[config.mk]
export PLATFORM = sky130hd
export DESIGN_NAME = psr_seq
export DESIGN_NICKNAME = d
export VERILOG_FILES = /design/src/core/psr_pkg.sv /design/src/core/psr_seq.sv
export SDC_FILE = /design/constraint.sdc
export NUM_CORES = 1
export LEC_CHECK = 0
export CORE_MARGIN = 2
export CORE_UTILIZATION = 46
export CTS_BUF_LIST = sky130_fd_sc_hd__clkbuf_4 sky130_fd_sc_hd__clkbuf_8
export CTS_CLUSTER_DIAMETER = 150
export CTS_CLUSTER_SIZE = 24
export DETAILED_ROUTE_END_ITERATION = 8
export DONT_BUFFER_PORTS = 1
export GPL_ROUTABILITY_DRIVEN = 0
export PLACE_DENSITY = 0.71
export SLEW_MARGIN = 5
export SYNTH_ARGS = -nofsm -noshare
export SYNTH_HDL_FRONTEND = slang
export SYNTH_SLANG_ARGS = --single-unit
[constraint.sdc]
create_clock -name core_clk_i -period 4 [get_ports core_clk_i]
set_input_delay 0.4 -clock core_clk_i [delete_from_list [all_inputs] [get_ports core_clk_i]]
set_output_delay 0.4 -clock core_clk_i [all_outputs]
set_load 0.02 [all_outputs]
[src/core/psr_pkg.sv]
package psr_pkg;
	localparam int unsigned DATA_W = 8;
	localparam int unsigned NUM_CH = 4;
	localparam int unsigned TICK_W = 18;
	// register offsets
	localparam logic [7:0] SYS_CTRL2_ADDR = 8'h05;
	localparam logic [7:0] HOLD_ADDR = 8'h19;
	localparam logic [7:0] SS_ADDR = 8'h1a;
	localparam logic [7:0] TRIM_ADDR = 8'h1b;
	localparam logic [7:0] BKND_ADDR = 8'h1c;
	// field positions
	localparam int unsigned SYS_SD_BIT = 6;
	localparam int unsigned SS_DIS_BIT = 7;
	localparam int unsigned TRIM_DONE_BIT = 6;
	localparam int unsigned TRIM_SEL_BIT = 1;
	// reset values, software hold-group values, trim start and read constants
	localparam logic SYS_SD_RST = 1'h1;
	localparam logic [7:0] HOLD_RST = 8'h30;
	localparam logic [7:0] HOLD_BTL = 8'h30;
	localparam logic [7:0] HOLD_PARALLEL_BRIDGE_OUTPUT = 8'h3a;
	localparam logic [7:0] SS_RST = 8'h0f;
	localparam logic [3:0] BK_RST = 4'h2;
	localparam logic [7:0] TRIM_START = 8'h00;
	localparam logic [7:0] TRIM_RD_BASE = 8'h80;
	localparam logic [7:0] UNMAPPED_RD = 8'h00;
	// period codes
	localparam logic [4:0] SS_FIRST_CODE = 5'h08;
	localparam logic [3:0] BK_FIRST_CODE = 4'h2;
	// timing: periods count in ticks of 0.1 ms
	localparam int unsigned CLK_PERIOD_NS = 8;
	localparam int unsigned TICK_NS = 100000;
	localparam int unsigned TICK_CYCLES = TICK_NS / CLK_PERIOD_NS;
	localparam int unsigned TRIM_TIME_NS = 2000;
	localparam int unsigned TRIM_CYCLES =
		(TRIM_TIME_NS + CLK_PERIOD_NS - 1) / CLK_PERIOD_NS;

	typedef enum logic [2:0] {
		ST_SHUT = 3'h0,
		ST_RAMP_UP = 3'h1,
		ST_RUN = 3'h3,
		ST_RAMP_DN = 3'h2,
		ST_FAULT = 3'h6
	} psr_state_t;

	typedef struct packed {
		logic wr;
		logic rd;
		logic [7:0] addr;
		logic [DATA_W-1:0] wdata;
	} psr_reg_req_t;

	typedef struct packed {
		logic [NUM_CH-1:0] ch_run;
		logic duty_hold;
		logic pwm_halt;
		logic stage_reset;
	} psr_stage_t;

	// soft start/stop hold length in ticks
	function automatic logic [TICK_W-1:0] psr_ss_ticks(input logic [4:0] c);
		logic [TICK_W-1:0] t;
		t = 18'h0;
		case (c)
			5'h08: t = 18'd165;
			5'h09: t = 18'd239;
			5'h0a: t = 18'd314;
			5'h0b: t = 18'd404;
			5'h0c: t = 18'd539;
			5'h0d: t = 18'd703;
			5'h0e: t = 18'd942;
			5'h0f: t = 18'd1257;
			5'h10: t = 18'd1646;
			5'h11: t = 18'd2394;
			5'h12: t = 18'd3142;
			5'h13: t = 18'd4039;
			5'h14: t = 18'd5386;
			5'h15: t = 18'd7031;
			5'h16: t = 18'd9425;
			5'h17: t = 18'd12566;
			5'h18: t = 18'd17281;
			5'h19: t = 18'd25136;
			5'h1a: t = 18'd32991;
			5'h1b: t = 18'd42417;
			5'h1c: t = 18'd56556;
			5'h1d: t = 18'd73837;
			5'h1e: t = 18'd98973;
			5'h1f: t = 18'd131964;
			default: t = 18'h0;
		endcase
		return t;
	endfunction

	// back-end recovery wait in ticks
	function automatic logic [TICK_W-1:0] psr_bk_ticks(input logic [3:0] c);
		logic [TICK_W-1:0] t;
		t = 18'd14960;
		case (c)
			4'h3: t = 18'd4490;
			4'h4: t = 18'd5980;
			4'h5: t = 18'd7480;
			4'h6: t = 18'd8980;
			4'h7: t = 18'd10470;
			4'h8: t = 18'd11970;
			4'h9: t = 18'd13460;
			4'h0, 4'h1, 4'h2: t = 18'd2990;
			default: t = 18'd14960;
		endcase
		return t;
	endfunction
endpackage

[src/core/psr_seq.sv]
// Notes on behaviour
// - hold-group bits 0..3 mark channels 1..4 as members; zero means not held
// - leaving shutdown starts only channels whose hold-group bit is clear
// - hold-group resets to 0x30; software uses 0x30 bridged, 0x3a paralleled
// - start/stop period follows shutdown entry, exit and power-down pin change
// - period bits 4:3 equal 00 means no 50% duty hold interval
// - code 01000..11111 selects 16.5 ms..13196.4 ms; default 01111 is 125.7 ms
// - interval lengths are whole ticks; tick phase restarts at each state change
// - internal oscillator trim supports rate detection without external ref
// - writing 0x00 to trim register applies factory trim and starts trim
// - trim bit 1 written 0 selects factory trim; resets to 1
// - trim bit 6 is read-only; 0 until trim finished, then 1
// - back-end error resets power stage and halts all PWM switching; the code ignores it while in shutdown
// - after the halt, wait the recovery period then restart the stage
// - recovery code 0010 is 299 ms default, rising to 1346 ms, then 1496 ms
// - recovery register accepts one write per device reset
// - system control bit 6 set enters shutdown; clearing it commands exit
`timescale 1ns/100ps
`default_nettype none
module psr_seq
	import psr_pkg::*;
#(
	parameter int unsigned TICK_CYC = TICK_CYCLES,
	parameter int unsigned TRIM_CYC = TRIM_CYCLES
) (
	input wire logic core_clk_i, // 125 MHz core clock
	input wire logic sys_rst_i, // synchronous reset, active high
	input wire psr_pkg::psr_reg_req_t reg_req_i, // register access strobes
	output logic [psr_pkg::DATA_W-1:0] reg_rdata_o, // read data, registered
	input wire logic power_down_pin_i, // power-down pin level, high = down
	input wire logic backend_fault_i, // back-end error from power stage
	output psr_pkg::psr_stage_t stage_o, // channel run and stage control
	output logic osc_factory_trim_o, // factory oscillator trim applied
	output logic osc_trim_done_o // oscillator trim finished
);
	import psr_pkg::*;

	localparam int unsigned PRESC_W = $clog2(TICK_CYC + 1);
	localparam int unsigned TRIM_W = $clog2(TRIM_CYC + 1);
	localparam logic [PRESC_W-1:0] PRESC_LAST = PRESC_W'(TICK_CYC - 1);
	localparam logic [TRIM_W-1:0] TRIM_LAST = TRIM_W'(TRIM_CYC - 1);

	generate
		if (TICK_CYC < 1 || TRIM_CYC < 1) begin : g_bad_param
			$error("psr_seq: cycle counts must be at least one");
		end
	endgenerate

	logic sys_sd_q;
	logic [DATA_W-1:0] hold_q;
	logic [DATA_W-1:0] ss_q;
	logic trim_sel_q;
	logic trim_done_q;
	logic trim_busy_q;
	logic [TRIM_W-1:0] trim_cnt_q;
	logic [3:0] bk_code_q;
	logic bk_written_q;
	logic pin_q;
	psr_state_t state_q, state_d;
	logic [TICK_W-1:0] remain_q, load_d;
	logic [PRESC_W-1:0] presc_q;
	logic [NUM_CH-1:0] run_mask_q;
	logic [NUM_CH-1:0] ch_run_q;
	logic duty_hold_q, pwm_halt_q, stage_reset_q;
	logic mask_take, run_next;
	logic [DATA_W-1:0] rdata_q;
	logic tick, sd_req, pin_change, ss_zero, bk_ok, trans;
	logic wr_hold, wr_ss, wr_trim, wr_bk, wr_sys;

	assign wr_sys = reg_req_i.wr && reg_req_i.addr == SYS_CTRL2_ADDR;
	assign wr_hold = reg_req_i.wr && reg_req_i.addr == HOLD_ADDR;
	assign wr_ss = reg_req_i.wr && reg_req_i.addr == SS_ADDR;
	assign wr_trim = reg_req_i.wr && reg_req_i.addr == TRIM_ADDR;
	assign wr_bk = reg_req_i.wr && reg_req_i.addr == BKND_ADDR;

	// shutdown command bit of system control register 2
	always_ff @(posedge core_clk_i) begin
		if (sys_rst_i) begin
			sys_sd_q <= SYS_SD_RST;
		end else if (wr_sys) begin
			sys_sd_q <= reg_req_i.wdata[SYS_SD_BIT];
		end
	end

	always_ff @(posedge core_clk_i) begin
		if (sys_rst_i) begin
			hold_q <= HOLD_RST;
		end else if (wr_hold) begin
			hold_q <= reg_req_i.wdata;
		end
	end

	always_ff @(posedge core_clk_i) begin
		if (sys_rst_i) begin
			ss_q <= SS_RST;
		end else if (wr_ss) begin
			ss_q <= reg_req_i.wdata;
		end
	end

	// oscillator trim engine; the core clock stands in as the oscillator
	always_ff @(posedge core_clk_i) begin
		if (sys_rst_i) begin
			trim_sel_q <= 1'b1;
			trim_done_q <= 1'b0;
			trim_busy_q <= 1'b0;
			trim_cnt_q <= '0;
		end else if (wr_trim) begin
			trim_sel_q <= reg_req_i.wdata[TRIM_SEL_BIT];
			trim_busy_q <= !reg_req_i.wdata[TRIM_SEL_BIT];
			trim_done_q <= 1'b0;
			trim_cnt_q <= '0;
		end else if (trim_busy_q) begin
			if (trim_cnt_q == TRIM_LAST) begin
				trim_busy_q <= 1'b0;
				trim_done_q <= 1'b1;
			end else begin
				trim_cnt_q <= trim_cnt_q + 1'b1;
			end
		end
	end

	// reserved codes are dropped without using up the single write
	assign bk_ok = reg_req_i.wdata[7:4] == 4'h0 &&
		reg_req_i.wdata[3:0] >= BK_FIRST_CODE;

	always_ff @(posedge core_clk_i) begin
		if (sys_rst_i) begin
			bk_code_q <= BK_RST;
			bk_written_q <= 1'b0;
		end else if (wr_bk && !bk_written_q && bk_ok) begin
			bk_code_q <= reg_req_i.wdata[3:0];
			bk_written_q <= 1'b1;
		end
	end

	always_ff @(posedge core_clk_i) begin
		if (sys_rst_i) begin
			rdata_q <= UNMAPPED_RD;
		end else if (reg_req_i.rd) begin
			unique case (reg_req_i.addr)
				SYS_CTRL2_ADDR: rdata_q <= DATA_W'(sys_sd_q) << SYS_SD_BIT;
				HOLD_ADDR: rdata_q <= hold_q;
				SS_ADDR: rdata_q <= ss_q;
				TRIM_ADDR: rdata_q <= TRIM_RD_BASE |
					(DATA_W'(trim_done_q) << TRIM_DONE_BIT) |
					(DATA_W'(trim_sel_q) << TRIM_SEL_BIT);
				BKND_ADDR: rdata_q <= {4'h0, bk_code_q};
				default: rdata_q <= UNMAPPED_RD;
			endcase
		end
	end
	assign reg_rdata_o = rdata_q;

	always_ff @(posedge core_clk_i) begin
		if (sys_rst_i) begin
			pin_q <= 1'b0;
		end else begin
			pin_q <= power_down_pin_i;
		end
	end

	// pin edge; a rising edge while running starts the stop ramp
	assign pin_change = pin_q != power_down_pin_i;
	assign sd_req = sys_sd_q || power_down_pin_i;
	assign ss_zero = ss_q[SS_DIS_BIT] || ss_q[4:3] == 2'b00;

	// 0.1 ms tick; prescaler restarts on each state change, so first tick lands a full tick later
	assign tick = presc_q == PRESC_LAST;
	always_ff @(posedge core_clk_i) begin
		if (sys_rst_i || trans || tick) begin
			presc_q <= '0;
		end else begin
			presc_q <= presc_q + 1'b1;
		end
	end

	always_comb begin
		state_d = state_q;
		load_d = '0;
		unique case (state_q)
			ST_SHUT: begin
				if (!sd_req) begin
					state_d = ST_RAMP_UP;
				end
			end
			ST_RAMP_UP: begin
				if (sd_req) begin
					state_d = ST_RAMP_DN;
				end else if (remain_q == '0) begin
					state_d = ST_RUN;
				end
			end
			ST_RUN: begin
				if (sd_req) begin
					state_d = ST_RAMP_DN;
				end
			end
			ST_RAMP_DN: begin
				if (remain_q == '0) begin
					state_d = ST_SHUT;
				end
			end
			ST_FAULT: begin
				if (sd_req) begin
					state_d = ST_SHUT;
				end else if (remain_q == '0) begin
					state_d = ST_RAMP_UP;
				end
			end
			default: state_d = ST_SHUT;
		endcase
		if (backend_fault_i && state_q != ST_SHUT) begin
			state_d = ST_FAULT;
		end
		if (state_d == ST_FAULT) begin
			load_d = psr_bk_ticks(bk_code_q);
		end else if (!ss_zero) begin
			load_d = psr_ss_ticks(ss_q[4:0]);
		end
	end

	assign trans = state_d != state_q ||
		(state_q == ST_FAULT && backend_fault_i);

	always_ff @(posedge core_clk_i) begin
		if (sys_rst_i) begin
			state_q <= ST_SHUT;
		end else begin
			state_q <= state_d;
		end
	end

	always_ff @(posedge core_clk_i) begin
		if (sys_rst_i) begin
			remain_q <= '0;
		end else if (trans) begin
			remain_q <= load_d;
		end else if (tick && remain_q != '0) begin
			remain_q <= remain_q - 1'b1;
		end
	end

	// channel start mask is caught at the shutdown exit; the outputs use
	// the freshly caught mask so the first ramp cycle already shows it
	assign mask_take = state_q == ST_SHUT && !sd_req;
	assign run_next = state_d == ST_RAMP_UP || state_d == ST_RUN ||
		state_d == ST_RAMP_DN;
	genvar gi;
	generate
		for (gi = 0; gi < NUM_CH; gi++) begin : g_ch
			always_ff @(posedge core_clk_i) begin
				if (sys_rst_i) begin
					run_mask_q[gi] <= 1'b0;
				end else if (mask_take) begin
					run_mask_q[gi] <= !hold_q[gi];
				end
			end
			always_ff @(posedge core_clk_i) begin
				if (sys_rst_i) begin
					ch_run_q[gi] <= 1'b0;
				end else if (mask_take) begin
					ch_run_q[gi] <= !hold_q[gi] && run_next;
				end else begin
					ch_run_q[gi] <= run_mask_q[gi] && run_next;
				end
			end
		end
	endgenerate

	always_ff @(posedge core_clk_i) begin
		if (sys_rst_i) begin
			duty_hold_q <= 1'b0;
			pwm_halt_q <= 1'b1;
			stage_reset_q <= 1'b0;
		end else begin
			duty_hold_q <= state_d == ST_RAMP_UP ||
				state_d == ST_RAMP_DN;
			pwm_halt_q <= state_d == ST_SHUT ||
				state_d == ST_FAULT;
			stage_reset_q <= state_d == ST_FAULT;
		end
	end
	assign stage_o = '{
		ch_run: ch_run_q,
		duty_hold: duty_hold_q,
		pwm_halt: pwm_halt_q,
		stage_reset: stage_reset_q
	};

	assign osc_factory_trim_o = !trim_sel_q;
	assign osc_trim_done_o = trim_done_q;
endmodule
`default_nettype wire

==> impl_metrics.prom <==
# TYPE chip_impl_metric gauge
chip_impl_metric{name="timing.critical_path.fanout_max",unit=""} 15
chip_impl_metric{name="powerDensity",unit="mW/mm^2"} 354
chip_impl_metric{name="numPlacedInstances",unit=""} 850
chip_impl_metric{name="ff_to_ff_path_depth",unit=""} 7
chip_impl_metric{name="timing.final.max_slew_violations",unit=""} 0
chip_impl_metric{name="post_synth_fa_ha_maj_area_fraction",unit=""} 0.0397
chip_impl_info{name="whs_endpoint",value="trim_busy_q"} 1
chip_impl_metric{name="synth.cell_area",unit="sq mm"} 0.00599
chip_impl_info{name="rsz0062_at_grt",value="false"} 1
chip_impl_metric{name="synth_edf_count",unit=""} 0
chip_impl_metric{name="post_cts_resize_count",unit=""} 0
chip_impl_metric{name="clock_sink_count",unit=""} 118
chip_impl_metric{name="syn_inst",unit=""} 715
chip_impl_metric{name="wire_length_of_the_first_global_routing_pass",unit="um"} 23400
chip_impl_metric{name="drc",unit=""} 0
chip_impl_metric{name="fin_crit_sh",unit=""} 0.784
chip_impl_metric{name="final_cells",unit=""} 884
chip_impl_metric{name="grt_use_total",unit=""} 0.205
chip_impl_metric{name="yosys.area.top_type_share",unit=""} 0.394
chip_impl_info{name="min-delay-path-class",value="in2reg"} 1
chip_impl_metric{name="number_of_global_route_vias_before_repair",unit=""} 4846
chip_impl_metric{name="ir_worst_vdd",unit="uV"} 286
chip_impl_metric{name="final_critical_period",unit="ns"} 3.14
chip_impl_metric{name="dr_total_vias",unit=""} 5109
chip_impl_metric{name="cap_viol_max_count",unit=""} 0
chip_impl_info{name="tritoncts",value="built"} 1
chip_impl_metric{name="die_height",unit="um"} 118
chip_impl_metric{name="measured_slew_at_the_worst_slew_check_pin",unit="ns"} 0.775
chip_impl_metric{name="io_pins",unit=""} 39
chip_impl_metric{name="maximum_number_of_pins_on_one_net_before_global_route_repair",unit=""} 74
chip_impl_info{name="ys_top_cells_by_count",value="dfxtp_1 (118), nor2_1 (98), nand2_1 (69), a21oi_1 (54), nor3_1 (25)"} 1
chip_impl_metric{name="max_slew_margin",unit=""} 0.482
chip_impl_metric{name="placement.io_buffers",unit=""} 0
chip_impl_metric{name="r2r_setup_slk",unit="ns"} 1.21
chip_impl_metric{name="yosysWarningCount",unit=""} 0
chip_impl_metric{name="globalRouteMet1Util",unit=""} 0.275
chip_impl_metric{name="syn2layout_area_growth",unit="%"} 7.87
chip_impl_metric{name="htree_levels",unit=""} 4
chip_impl_metric{name="detailed_place_hpwl",unit="um"} 9700
chip_impl_metric{name="final_nets",unit=""} 740
chip_impl_metric{name="netlist-cell-type-count",unit=""} 73
chip_impl_metric{name="sequential_element_share_of_the_synthesized_area",unit=""} 0.394
chip_impl_metric{name="drt_first_iter_violations",unit=""} 389
chip_impl_info{name="cp-start-kind",value="input port"} 1
chip_impl_metric{name="yosys-mux-area-fraction",unit=""} 0.0269
chip_impl_info{name="run_status",value="finished clean"} 1
chip_impl_info{name="yosysMostFrequentCell",value="dfxtp_1"} 1
chip_impl_info{name="clock-root-buffer",value="clkbuf_8"} 1
chip_impl_metric{name="numCtsBuffers",unit=""} 17
chip_impl_metric{name="ant_nets",unit=""} 0
chip_impl_metric{name="fmaxAchievable",unit="MHz"} 319
chip_impl_metric{name="finClkSkew",unit="ns"} 0.0141
chip_impl_metric{name="cp_data_required_time",unit="ns"} 4.35
chip_impl_metric{name="total_power",unit="mW"} 2.29
chip_impl_metric{name="synth-async-reset-ratio",unit=""} 0
chip_impl_metric{name="die-area",unit="sq mm"} 0.0140
chip_impl_metric{name="grt_antenna_before_repair",unit=""} 0
chip_impl_metric{name="core",unit="sq mm"} 0.0127
chip_impl_metric{name="die_x_extent",unit="um"} 118
chip_impl_info{name="synth_area_leaders",value="dfxtp_1 (39%), nor2_1 (6.1%), a21oi_1 (4.5%)"} 1
chip_impl_metric{name="globalRoute.totalOverflow",unit=""} 0
chip_impl_info{name="timing.rr.end",value="remain_q[16]"} 1
chip_impl_metric{name="synth_xor_area_frac",unit=""} 0.0526
chip_impl_info{name="grt-busiest-layer",value="met2"} 1
chip_impl_metric{name="drt-vias-per-instance",unit=""} 5.78
chip_impl_info{name="worst_setup_path_end_kind",value="register"} 1
chip_impl_metric{name="first_pass_iters",unit=""} 4
chip_impl_metric{name="synth-seq-cells",unit=""} 118
chip_impl_metric{name="holdPathStages",unit=""} 1
chip_impl_metric{name="wl_per_cell",unit="um"} 15.5
chip_impl_metric{name="post_route_cells_drive_above_1_share",unit=""} 0.105
chip_impl_metric{name="postSynthAreaPerCell",unit="sq um"} 8.38
chip_impl_info{name="main_combinational_cell_family_by_area_after_synthesis",value="simple AND/OR/NAND/NOR gates"} 1
chip_impl_metric{name="use_met3",unit=""} 0.0499
chip_impl_metric{name="groute.layer.met2.usage",unit=""} 0.313
chip_impl_metric{name="setup_viol",unit=""} 0
chip_impl_metric{name="filler_cell_count",unit=""} 1185
chip_impl_info{name="hold_start",value="sys_rst_i"} 1
chip_impl_metric{name="hold-worst-slack",unit="ns"} 0.0288
chip_impl_metric{name="initial_core_util",unit=""} 0.473
chip_impl_info{name="postSynth.topFlopCell",value="dfxtp_1"} 1
chip_impl_metric{name="floorplan.rows",unit=""} 41
chip_impl_metric{name="synth_fp_nets",unit=""} 756
chip_impl_metric{name="clk_pin_slew_worst_paths",unit="ns"} 0.08
chip_impl_info{name="timing_worst_setup_path_type",value="in2reg"} 1
chip_impl_metric{name="finalWirelength",unit="um"} 13700
chip_impl_metric{name="post_synthesis_simple_gate_area_fraction",unit=""} 0.249
chip_impl_metric{name="cts.path.max_buffers",unit=""} 2
chip_impl_metric{name="synth-compound-area-share",unit=""} 0.189
chip_impl_metric{name="hold_viol_final",unit=""} 0
chip_impl_metric{name="clkLatencyLatePin",unit="ns"} 0.43
chip_impl_metric{name="antennaDiodeCount",unit=""} 0
chip_impl_metric{name="power.leakage",unit="nW"} 2.35
chip_impl_info{name="crit-reg2reg-launch",value="remain_q[3]"} 1
chip_impl_metric{name="final.setup.tns",unit="ns"} 0
chip_impl_metric{name="crit_arrival",unit="ns"} 3.49
chip_impl_info{name="yosys.area.top_type",value="dfxtp_1"} 1
==> where the power goes <==
part / switching [mW] / total (mW) / internal, mW / leakage [nW]
registers: 0.00801 / 1.19 / 1.18 / 0.953
logic: 0.0299 / 0.0546 / 0.0246 / 1.21
clock network: 0.526 / 1.05 / 0.522 / 0.189
==> metal layers <==
metal | up-vias | wire length (um)
li1 | 2516 | -
met4 | 0 | 291
met3 | 26 | 834
met2 | 163 | 6210
met1 | 2404 | 6380
met5 | - | 0
==> timing repair <==
action,4_1_cts,5_1_grt
hold buffers,1,1
buffers inserted,0,0
hold endpoints to repair,3,1
==> how the worst max path moves through the flow <==
stage / end / slack, ns / from
2_1_floorplan: register / 0.91 / reg_req_i[13]
3_3_place_gp: register / 0.66 / reg_req_i[13]
3_5_place_dp: register / 0.51 / reg_req_i[13]
4_1_cts: register / 0.95 / reg_req_i[13]
5_1_grt: register / 0.70 / reg_req_i[13]
6_report: register / 0.86 / reg_req_i[13]
==> through the flow <==
stage,util,setup WS (ns),area (sq um)
floorplan,-,0.915,5990
global placement,0.478,0.658,6060
detailed placement,0.478,0.507,6060
CTS,0.509,0.952,6450
global route,0.510,0.696,6460
finish,0.510,0.862,6460
==> cells in the final DEF (no fill, tap or decap), types with 6 or more instances in the layout <==
| cell type | n |
|---|---|
| nor3_1 | 25 |
| o21ai_0 | 10 |
| mux2i_1 | 9 |
| o22ai_2 | 10 |
| ha_1 | 19 |
| nor2_1 | 98 |
| a211oi_1 | 19 |
| clkbuf_8 | 18 |
| nor2b_1 | 13 |
| xnor2_1 | 22 |
| a21oi_1 | 54 |
| dfxtp_1 | 118 |
| xor2_1 | 14 |
| nand4_1 | 10 |
| a211o_1 | 8 |
| nand2_1 | 69 |
| inv_1 | 18 |
| or3_1 | 9 |
| and3_1 | 9 |
| nor4_1 | 9 |
| nand2b_1 | 12 |
| buf_4 | 6 |
| nand3_1 | 22 |
==> area by class of cell <==
cell class              instances  area (sq um)  share of cell area
multi-input cells             532          3350               0.518
flip-flops and latches        118          2360               0.366
clock buffers                  18           248              0.0383
well taps                     172           215              0.0333
clock inverters                14           139              0.0215
inverters                      22          82.6              0.0128
repair buffers                  8          65.1              0.0101
==> critical path, cell delays in order <==
cell	delay [ns]
or3_1	0.50
or4_1	0.79
a21oi_1	0.49
inv_1	0.16
ha_1	0.30
inv_1	0.20
ha_1	0.28
a221o_1	0.31
o21ai_0	0.07
==> logic make-up after synthesis <==
logic type                 Yosys count
adders and majority gates           19
buffers and inverters               65
AOI/OAI and AO/OA                  157
xor gates and xnor gates            36
and+or+nand+nor                    305
DFF                                118
muxes                               15
Power figures use the tool's default switching activity.
